==> src/shared/mfr_map.svh <==
// Offsets, field positions, reset values and timing of the fault response
`ifndef MFR_MAP_SVH
`define MFR_MAP_SVH

// Clock and 10 ms hold time
`define MFR_CLK_HZ 50000000
`define MFR_LREG_HOLD_MS 10
`define MFR_MS_PER_S 1000
`define MFR_TMR_W 20

// Register byte offsets
`define MFR_A_CTRL 8'h00
`define MFR_A_STATUS 8'h04
`define MFR_A_DIAG 8'h08
`define MFR_A_IRQ_STAT 8'h0c
`define MFR_A_IRQ_MASK 8'h10

// Control register fields
`define MFR_C_RUN 0
`define MFR_C_ESF 1
`define MFR_C_RSC 2
`define MFR_C_INH 3
`define MFR_C_LMASK 4

// Fault bit positions (status, diag, interrupt)
`define MFR_NFLT 9
`define MFR_F_SYS 0
`define MFR_F_SUP 1
`define MFR_F_LREG 2
`define MFR_F_GREG 3
`define MFR_F_BOOT 4
`define MFR_F_VDS 5
`define MFR_F_TWARN 6
`define MFR_F_OTEMP 7
`define MFR_F_SYNC 8
`define MFR_DIAG_EN 16

// Widths and reset values
`define MFR_NGATE 6
`define MFR_GATE_OFF 6'h00
`define MFR_FLT_ZERO 9'h000
`define MFR_WORD_ZERO 32'h0000_0000
`define MFR_CNT_ZERO 20'h0_0000
`define MFR_CNT_ONE 20'h0_0001

`endif

==> src/shared/mfr_pkg.sv <==
// State types of the motor fault response block
`include "mfr_map.svh"
package mfr_pkg;

  typedef struct packed {
    logic q;
  } mfr_latch_t;

  typedef struct packed {
    logic [`MFR_TMR_W-1:0] cnt;
    logic expired;
  } mfr_timer_t;

  typedef struct packed {
    logic run;
    logic stop_on_fault_select;
    logic restart_control;
    logic inh;
    logic lmask;
    logic [`MFR_NFLT-1:0] irq_stat;
    logic [`MFR_NFLT-1:0] irq_mask;
    logic [`MFR_NFLT-1:0] cond_prev;
    logic [`MFR_NGATE-1:0] pwm_prev;
    logic [`MFR_NGATE-1:0] blk;
    logic lockout;
    logic sys_lock;
    logic sys_seen;
    logic dz_prev;
    logic pready;
    logic pslverr;
    logic [31:0] prdata;
    logic [`MFR_NGATE-1:0] gate;
    logic irq;
    logic host_rst_n;
    logic restart;
  } mfr_state_t;

endpackage : mfr_pkg

==> src/design/mfr_latch.sv <==
// Sticky fault state cell, set wins over clear
`timescale 1ns/1ps
module mfr_latch
  import mfr_pkg::*;
(
  // Clock and reset
  input wire logic pclk,
  input wire logic presetn,
  // Set and clear
  input wire logic set_in,
  input wire logic clr_in,
  // Latched state
  output logic q
);

  mfr_latch_t s_r;
  mfr_latch_t s_nxt;

  always_comb begin
    s_nxt = s_r;
    if (set_in) begin
      s_nxt.q = 1'b1;
    end else if (clr_in) begin
      s_nxt.q = 1'b0;
    end
  end

  always_ff @(posedge pclk or negedge presetn) begin
    if (!presetn) begin
      s_r <= '0;
    end else begin
      s_r <= s_nxt;
    end
  end

  assign q = s_r.q;

endmodule : mfr_latch

==> src/design/mfr_timer.sv <==
// Hold-off counter, expires after a set number of armed cycles
`timescale 1ns/1ps
module mfr_timer
  import mfr_pkg::*;
#(
  parameter logic [`MFR_TMR_W-1:0] CYC = `MFR_CNT_ONE
) (
  // Clock and reset
  input wire logic pclk,
  input wire logic presetn,
  // Count while armed, restart when not
  input wire logic arm,
  // High from the last counted cycle while still armed
  output logic expired
);

  mfr_timer_t s_r;
  mfr_timer_t s_nxt;

  always_comb begin
    s_nxt = s_r;
    if (!arm) begin
      s_nxt.cnt = `MFR_CNT_ZERO;
      s_nxt.expired = 1'b0;
    end else if (s_r.cnt == CYC - `MFR_CNT_ONE) begin
      s_nxt.expired = 1'b1;
    end else begin
      s_nxt.cnt = s_r.cnt + `MFR_CNT_ONE;
    end
  end

  always_ff @(posedge pclk or negedge presetn) begin
    if (!presetn) begin
      s_r <= '0;
    end else begin
      s_r <= s_nxt;
    end
  end

  assign expired = s_r.expired;

endmodule : mfr_timer

==> src/design/mfr_top.sv <==
// Fault response policy with APB registers and interrupt
// What this block does
// - All-off fault drives all six gates low
// - Stop-on-fault: bootstrap/DRAIN_SOURCE_VOLTAGE fault gates one transistor
// - Logic regulator undervoltage latches, resets host, 10ms
// - Stop-on-fault supply undervoltage keeps outputs, latch per restart
// - Sync loss latches off, or restarts automatically
// - Status or diag read clears supply, bootstrap/VDS, temperature and sync latches unless inhibited
// - Restart control picks latch or auto recovery
// - Stop-on-fault with lmask set: temperature faults show in diag and interrupt status only, not latched in status
// - Without stop-on-fault supply undervoltage disables all
//
// Our own choices: the APB register port and the address map.
`timescale 1ns/1ps
module mfr_top
  import mfr_pkg::*;
#(
  parameter int unsigned LREG_HOLD_CYC =
    `MFR_LREG_HOLD_MS * (`MFR_CLK_HZ / `MFR_MS_PER_S)
) (
  // Clock and reset
  input wire logic pclk,
  input wire logic presetn,
  // APB slave
  input wire logic psel,
  input wire logic penable,
  input wire logic pwrite,
  input wire logic [7:0] paddr,
  input wire logic [31:0] pwdata,
  output logic [31:0] prdata,
  output logic pready,
  output logic pslverr,
  // Fault conditions, high while present
  input wire logic sys_err_in,
  input wire logic main_supply_uv,
  input wire logic logic_regulator_uv,
  input wire logic gate_drive_regulator_uv,
  input wire logic [`MFR_NGATE-1:0] boot_uv,
  input wire logic [`MFR_NGATE-1:0] drain_source_voltage_ov,
  input wire logic temp_warn,
  input wire logic over_temp,
  input wire logic sync_lost,
  // Demand and PWM commands
  input wire logic demand_zero,
  input wire logic [`MFR_NGATE-1:0] pwm_cmd,
  // Gate drives and host side
  output logic [`MFR_NGATE-1:0] gate_drv,
  output logic host_reset_out_n,
  output logic restart_req,
  output logic irq
);

  mfr_state_t s_r;
  mfr_state_t s_nxt;

  logic [`MFR_NFLT-1:0] cond;
  logic [`MFR_NFLT-1:0] latched;
  logic acc_done;
  logic wr_done;
  logic rd_done;
  logic serial_clr;
  logic clr_any;
  logic lreg_expired;
  logic l_sup;
  logic l_bv;
  logic l_ot;
  logic l_ls;
  logic l_lr;
  logic bv_any;
  logic ot_set;
  logic latched_dis;
  logic disable_all;
  logic demand_rearm;
  logic run_rise;
  logic [`MFR_NGATE-1:0] pwm_rise;
  logic [`MFR_NGATE-1:0] blk_cond;

  // Live condition vector
  always_comb begin
    cond = `MFR_FLT_ZERO;
    cond[`MFR_F_SYS] = sys_err_in;
    cond[`MFR_F_SUP] = main_supply_uv;
    cond[`MFR_F_LREG] = logic_regulator_uv;
    cond[`MFR_F_GREG] = gate_drive_regulator_uv;
    cond[`MFR_F_BOOT] = |boot_uv;
    cond[`MFR_F_VDS] = |drain_source_voltage_ov;
    cond[`MFR_F_TWARN] = temp_warn;
    cond[`MFR_F_OTEMP] = over_temp;
    cond[`MFR_F_SYNC] = sync_lost;
  end

  assign acc_done = psel & penable & s_r.pready;
  assign wr_done = acc_done & pwrite;
  assign rd_done = acc_done & ~pwrite;

  assign serial_clr = rd_done & ~s_r.inh &
    ((paddr == `MFR_A_STATUS) | (paddr == `MFR_A_DIAG));

  // demand zero, run zero or read clear
  assign clr_any = demand_zero | ~s_r.run | serial_clr;

  assign bv_any = cond[`MFR_F_BOOT] | cond[`MFR_F_VDS];

  assign ot_set = over_temp & ~(s_r.stop_on_fault_select & s_r.lmask);

  mfr_latch u_sup (
    .pclk(pclk),
    .presetn(presetn),
    .set_in(main_supply_uv & ~s_r.restart_control),
    .clr_in(clr_any),
    .q(l_sup)
  );

  mfr_latch u_bv (
    .pclk(pclk),
    .presetn(presetn),
    .set_in(bv_any & ~s_r.stop_on_fault_select),
    .clr_in(clr_any),
    .q(l_bv)
  );

  mfr_latch u_ot (
    .pclk(pclk),
    .presetn(presetn),
    .set_in(ot_set),
    .clr_in(clr_any),
    .q(l_ot)
  );

  // sync loss latches under restart control 0
  mfr_latch u_ls (
    .pclk(pclk),
    .presetn(presetn),
    .set_in(sync_lost & ~s_r.restart_control),
    .clr_in(clr_any),
    .q(l_ls)
  );

  mfr_latch u_lr (
    .pclk(pclk),
    .presetn(presetn),
    .set_in(logic_regulator_uv),
    .clr_in(lreg_expired),
    .q(l_lr)
  );

  mfr_timer #(
    .CYC(LREG_HOLD_CYC[`MFR_TMR_W-1:0])
  ) u_lreg_tmr (
    .pclk(pclk),
    .presetn(presetn),
    .arm(l_lr & ~logic_regulator_uv),
    .expired(lreg_expired)
  );

  always_comb begin
    latched = `MFR_FLT_ZERO;
    latched[`MFR_F_SYS] = s_r.sys_seen;
    latched[`MFR_F_SUP] = l_sup;
    latched[`MFR_F_LREG] = l_lr;
    latched[`MFR_F_BOOT] = l_bv;
    latched[`MFR_F_VDS] = l_bv;
    latched[`MFR_F_OTEMP] = l_ot;
    latched[`MFR_F_SYNC] = l_ls;
  end

  assign latched_dis = l_bv | l_ot | l_ls | l_lr | (l_sup & ~s_r.stop_on_fault_select);

  assign demand_rearm = s_r.dz_prev & ~demand_zero;
  assign run_rise = wr_done & (paddr == `MFR_A_CTRL) & ~s_r.run &
    pwdata[`MFR_C_RUN];

  assign disable_all = s_r.sys_lock | latched_dis | s_r.lockout |
    gate_drive_regulator_uv | (sync_lost & s_r.restart_control) |
    (main_supply_uv & ~s_r.stop_on_fault_select);

  assign pwm_rise = pwm_cmd & ~s_r.pwm_prev;
  assign blk_cond = (boot_uv | drain_source_voltage_ov) &
    {`MFR_NGATE{s_r.stop_on_fault_select}};

  always_comb begin
    s_nxt = s_r;
    s_nxt.cond_prev = cond;
    s_nxt.pwm_prev = pwm_cmd;
    s_nxt.dz_prev = demand_zero;

    // APB access: one wait state, then answer
    s_nxt.pready = psel & penable & ~s_r.pready;
    s_nxt.pslverr = 1'b0;
    s_nxt.prdata = `MFR_WORD_ZERO;
    if (psel & penable & ~s_r.pready) begin
      case (paddr)
        `MFR_A_CTRL: begin
          s_nxt.prdata[`MFR_C_RUN] = s_r.run;
          s_nxt.prdata[`MFR_C_ESF] = s_r.stop_on_fault_select;
          s_nxt.prdata[`MFR_C_RSC] = s_r.restart_control;
          s_nxt.prdata[`MFR_C_INH] = s_r.inh;
          s_nxt.prdata[`MFR_C_LMASK] = s_r.lmask;
        end
        `MFR_A_STATUS: begin
          s_nxt.prdata[`MFR_NFLT-1:0] = latched;
        end
        `MFR_A_DIAG: begin
          s_nxt.prdata[`MFR_NFLT-1:0] = cond;
          s_nxt.prdata[`MFR_DIAG_EN] = ~disable_all;
        end
        `MFR_A_IRQ_STAT: begin
          s_nxt.prdata[`MFR_NFLT-1:0] = s_r.irq_stat;
        end
        `MFR_A_IRQ_MASK: begin
          s_nxt.prdata[`MFR_NFLT-1:0] = s_r.irq_mask;
        end
        default: begin
          s_nxt.pslverr = 1'b1;
        end
      endcase
    end

    // Register writes
    if (wr_done) begin
      case (paddr)
        `MFR_A_CTRL: begin
          s_nxt.run = pwdata[`MFR_C_RUN];
          s_nxt.stop_on_fault_select = pwdata[`MFR_C_ESF];
          s_nxt.restart_control = pwdata[`MFR_C_RSC];
          s_nxt.inh = pwdata[`MFR_C_INH];
          s_nxt.lmask = pwdata[`MFR_C_LMASK];
        end
        `MFR_A_IRQ_STAT: begin
          s_nxt.irq_stat = s_r.irq_stat & ~pwdata[`MFR_NFLT-1:0];
        end
        `MFR_A_IRQ_MASK: begin
          s_nxt.irq_mask = pwdata[`MFR_NFLT-1:0];
        end
        default: begin
        end
      endcase
    end

    // Fault onset sets sticky bits, set wins over clear
    s_nxt.irq_stat = s_nxt.irq_stat | (cond & ~s_r.cond_prev);

    // system error forces run low and holds off
    if (sys_err_in) begin
      s_nxt.run = 1'b0;
      s_nxt.sys_lock = 1'b1;
      s_nxt.sys_seen = 1'b1;
    end else if (run_rise) begin
      s_nxt.sys_lock = 1'b0;
    end

    // lockout held until host restarts the demand or run, or reads status/diag
    if (latched_dis) begin
      s_nxt.lockout = 1'b1;
    end else if (demand_rearm | run_rise | serial_clr) begin
      s_nxt.lockout = 1'b0;
    end

    s_nxt.blk = (s_r.blk & ~pwm_rise) | blk_cond;

    if (disable_all) begin
      s_nxt.gate = `MFR_GATE_OFF;
    end else begin
      s_nxt.gate = pwm_cmd & ~s_nxt.blk;
    end

    // host reset low while regulator latch holds
    s_nxt.host_rst_n = ~(logic_regulator_uv | l_lr);

    // auto restart pulse on sync loss
    s_nxt.restart = s_r.restart_control & sync_lost & ~s_r.cond_prev[`MFR_F_SYNC];

    s_nxt.irq = |(s_nxt.irq_stat & s_nxt.irq_mask);
  end

  always_ff @(posedge pclk or negedge presetn) begin
    if (!presetn) begin
      s_r <= '0;
      s_r.host_rst_n <= 1'b0;
      s_r.dz_prev <= 1'b1;
    end else begin
      s_r <= s_nxt;
    end
  end

  assign prdata = s_r.prdata;
  assign pready = s_r.pready;
  assign pslverr = s_r.pslverr;
  assign gate_drv = s_r.gate;
  assign host_reset_out_n = s_r.host_rst_n;
  assign restart_req = s_r.restart;
  assign irq = s_r.irq;

endmodule : mfr_top

==> config.mk <==
export PLATFORM = sky130hd
export DESIGN_NAME = mfr_top
export DESIGN_NICKNAME = d
export VERILOG_FILES = /design/src/shared/mfr_pkg.sv /design/src/design/mfr_latch.sv /design/src/design/mfr_timer.sv /design/src/design/mfr_top.sv
export VERILOG_INCLUDE_DIRS = /design/src /design/src/shared
export SDC_FILE = /design/constraint.sdc
export NUM_CORES = 1
export LEC_CHECK = 0
export ABC_AREA = 1
export BUFFER_PORTS_ARGS = -buffer_cell sky130_fd_sc_hd__buf_2
export CAP_MARGIN = 20
export CORE_ASPECT_RATIO = 1.5
export CORE_MARGIN = 10
export CORE_UTILIZATION = 57
export DETAILED_ROUTE_END_ITERATION = 10
export GPL_TIMING_DRIVEN = 0
export PLACE_DENSITY_LB_ADDON = 0.05
export SYNTH_ARGS = -nofsm -noshare
export SYNTH_HDL_FRONTEND = slang
export SYNTH_SLANG_ARGS = --single-unit
==> constraint.sdc <==
create_clock -name pclk -period 3 [get_ports pclk]
set_clock_uncertainty 0.2 [all_clocks]
set_input_delay 0.75 -clock pclk [delete_from_list [all_inputs] [get_ports pclk]]
set_output_delay 0.75 -clock pclk [all_outputs]
set_load 0.02 [all_outputs]
==> Yosys cells after proc, flatten, opt, wreduce, memory -nomap -nowiden <==
Index checks and enable logic that the tools add are counted.
Widths: inputs -> output; s select.
{ "totals": {"regBits": 95, "out_inout_bits": 43} }
{ "classes": {"n_addsub": 1, "n_eq_ne": 7, "mux": 27, "bitwise_logic": 64, "n_reduce_logical": 16} }
{ "ops": {"columns": ["op", "count"], "rows": [
  ["$and 9x9->9", 3],
  ["$mux 9", 3],
  ["$pmux 5 s5", 1],
  ["$and 6x6->6", 4],
  ["$mux 23", 1],
  ["$and 1x1->1", 21],
  ["$mux 21", 1],
  ["$add 20x1->20 const B", 1],
  ["$eq 20x19->1 const B", 1],
  ["$mux 20", 1],
  ["$not 6->6", 3],
  ["$not 9->9", 2],
  ["$reduce_bool 2->1", 9],
  ["$mux 1", 17],
  ["$eq 8x4->1 const B", 2],
  ["$or 1x1->1", 16],
  ["$pmux 4 s4", 1],
  ["$not 1->1", 12],
  ["$or 6x6->6", 2],
  ["$reduce_or 6->1", 2],
  ["$or 9x9->9", 1],
  ["$reduce_or 9->1", 1],
  ["$eq 8x3->1 const B", 1],
  ["$eq 8x5->1 const B", 1],
  ["other kinds (6)", 8]
]} }

==> Logic depth before layout (Yosys ltp) <==
{ "depth": {"word_depth": 12, "mapped_depth": 11, "ltp_nobuf": 11} }

==> Cells and area by module <==
From an unflattened synthesis, not the netlist that was laid out.
{ "unflattened": {"hier_cells": 580, "area_unflattened_um2": 4774.6} }
{ "modules_own_cells": {"columns": ["module", "instances", "cells_per_inst", "area_per_inst_um2", "seq_area_each_um2"], "rows": [
  ["mfr_top", 1, 369, 3280.6, 1727.9],
  ["mfr_timer", 1, 186, 1293.7, 525.5],
  ["mfr_latch", 5, 5, 40.0, 25.0]
]} }

==> Worst setup path before layout <==
OpenSTA, ideal clock, no wires.
{ "synth_path": {"path_type": "input to register", "from": "input port paddr[1]", "to": "register s_r, in the netlist irq", "arrival_ps": 1716, "required_time_ps": 2681, "setup_slack_ps": 965, "path_stages": 11, "path_buffers": 1, "cell_sequence": "nor2_4 > nand3_4 > nor2_8 > nand2_4 > buf_6 > nand2_2 > nand2_2 > nand2_1 > nand3_1 > nor2_1 > nand2_1"} }
{ "synth_lines": {"columns": ["element", "line_no", "rtl"], "rows": [
  ["start, declared", "mfr_top.sv:28", "input wire logic [7:0] paddr,"],
  ["end signal, assigned", "mfr_top.sv:282", "s_r <= s_nxt;"],
  ["end, declared", "mfr_top.sv:53", "mfr_state_t s_r;"]
]} }

==> reports/qor.csv <==
metric;value;unit
setup TNS;0;ns
largest net degree at the start of global routing;70;
CORE AREA;7661;um2
# IOs;114;
WL per Instance;14.78;um
clk slew on worst S/H paths;0.06;ns
Starting Density;0.5847;
site row count;39;
Pleak;2.778;nW
WHS;0.1216;ns
gr ovfl total;0;
Clk Latency, worst-skew pair;0.34;ns
status;finished, final reports clean;
via count;3690;
max-slew violations;0;
GPL Wtd Cong;0.8693;
CTS Root Cell;clkbuf_16;
final hold viol count;0;
layout cell share with drive strength beyond 1;0.2654;
Crit Path Max Fanout;8;
Tcrit/Tclk final;0.7088;
yosys warns;0;
Unique masters post-synth;38;
GRT Overall Usage;0.1793;
Synth Register Bits;95;
Seq/Total Area, Yosys;0.5310;
crit path time final;2.126;ns
total of max-cap violations;0;
post-CTS setup buffers;0;
Peak Freq;470.3;MHz
CP Launch Type;input port;
arrival time worst endpoint;2.16;ns
DIE WIDTH;92.38;um
Port Buffers;68;
1st-iter DRT viols;226;
number of antenna violations at the first check in global routing;1;
post_cts resized;0;
Routed Antenna Nets;0;
DIE HEIGHT;128.6;um
crit end category;register;
ys flop type;dfrtp_1;
first-pass GRT wire length;16890;um
min-delay worst type;in2async;
Routed WL;10660;um
Num CTS Buffers;9;
Final Setup Violations;0;
ys async rst share;1.000;
vias per cell;5.118;
Clock Path Buffers;2;
DR DRC count;0;
full die area;11880;um2
dpl hpwl;8136;um
cell area after synthesis;4479;um2
clk sink count;95;
Cells after Synth;513;
Power Dens Cells;512.4;nW/um2
Post-CTS Hold Fix Bufs;0;
synthesized area per cell;8.732;um2
First-pass DRT Iterations;5;
Max rail drop VDD;0.4318;mV
Post-synth EDFFs;0;
htree depth;3;
CP Class;in2reg;
Area Growth Syn to Fin;20.34;%
nets;686;
RSZ-0062 raised after global routing;false;
worst path required time;3.03;ns
CTS tree;yes;
vias in the first global route;3665;
synth_stat cells (4+ instances only):
cell	number	area, um2
nand2_1	107	401.6
a21oi_1	16	80.08
dfrtp_1	94	2352
buf_4	40	300.3
or2_2	4	25.02
xor2_1	4	35.03
o21ai_0	40	200.2
inv_1	49	183.9
inv_2	4	15.01
nor2_1	46	172.7
nand3_1	36	180.2
nand2_2	16	100.1
nor3_1	16	80.08
nand4_1	6	37.54
report_power, final:
part	switching, mW	internal [mW]
clock network	0.459	0.792
logic	0.125	0.0674
registers	0.0115	1.31
total	0.595	2.17
worst max-delay path, cell delays in order:
cell and delay, ns:
buf_2 0.10, nor2_2 0.14, nand2_2 0.14, nor2_4 0.25, nand2_1 0.14, o21ai_0 0.17, nand2_1 0.10, nand2_1 0.13
nand2_1 0.07, nor2_1 0.11, nand2_1 0.06
layout make-up:
class,count,area [um2]
Clock inverter,3,65.06
Sequential cell,95,2379
Inverter,55,206.4
Buffer,43,320.3
Timing Repair Buffer,69,370.4
Multi-Input combinational cell,341,1653
Clock buffer,12,266.5
Antenna cell,1,2.502
Tap cell,102,127.6
Fill cell,609,2271
path summary, 6_finish.rpt:
kind                                    from            endpoint  slack, ns  cells past startpoint
setup / recovery                    paddr[7]                 irq       0.87                     11
hold / removal                       presetn             s_r[56]       0.12                      1
setup reg to reg           u_lreg_tmr.s_r[1]  u_lreg_tmr.s_r[13]       1.00                     10
hold reg to reg                      s_r[67]         restart_req       0.22                      1
max in group asynchronous            presetn             s_r[43]       1.81                      2
min in group pclk                    s_r[67]         restart_req       0.22                      1
state kept, by name, indices dropped and copies added, names as in the netlist:
| signal | flops |
|---|---|
| u_lreg_tmr.s_r | 20 |
| gate_drv | 6 |
| pready | 1 |
| u_ls.q | 1 |
| restart_req | 1 |
| host_reset_out_n | 1 |
| latched | 1 |
| prdata | 10 |
| irq | 1 |
| pslverr | 1 |
| u_ot.q | 1 |
| u_lr.q | 1 |
| u_lreg_tmr.expired | 1 |
| s_r | 47 |
| u_bv.q | 1 |
| u_sup.q | 1 |
cell families (layout without fill, tap and decap cells):
| group | count (synthesis) | after routing | share of synthesized area |
|---|---|---|---|
| compound gates | 70 | 70 | 0.08492 |
| other cells | 1 | 23 | 0.0008372 |
| flops | 95 | 95 | 0.5310 |
| xor+xnor | 5 | 5 | 0.009776 |
| fa+ha+maj | 1 | 1 | 0.002793 |
| buf+inv | 98 | 182 | 0.1176 |
| simple gates | 243 | 243 | 0.2531 |
placed cells by master (no fill, tap or decap), drive strengths merged, types with 3 or more instances in the layout:
cell	count
nand2	124
a31oi	3
or2	4
a21oi	16
clkinv	3
nor2	51
nor4	3
dfrtp	94
clkbuf	13
xor2	4
o211ai	3
inv	53
nor3	16
nand3	38
o21ai	45
nand4	7
conb	22
buf	111
per-stage QoR:
stage	util	instances	setup slack (ns)	power, mW	area, um2
detailed placement	0.6600	705	0.5311	1.534	5056
global route	0.7036	721	0.7119	2.847	5390
floorplan	-	534	0.9654	1.440	4558
global placement	0.6561	704	0.1060	1.524	5026
CTS	0.7033	720	0.8837	2.774	5388
finish	0.7036	721	0.8735	2.762	5390
routing by layer:
layer,wire (um),global-route usage
met1,3985,0.1870
met2,5567,0.3163
met3,681,0.05413
met4,425,0.09563
met5,0,0
Power figures use the tool's default switching activity.
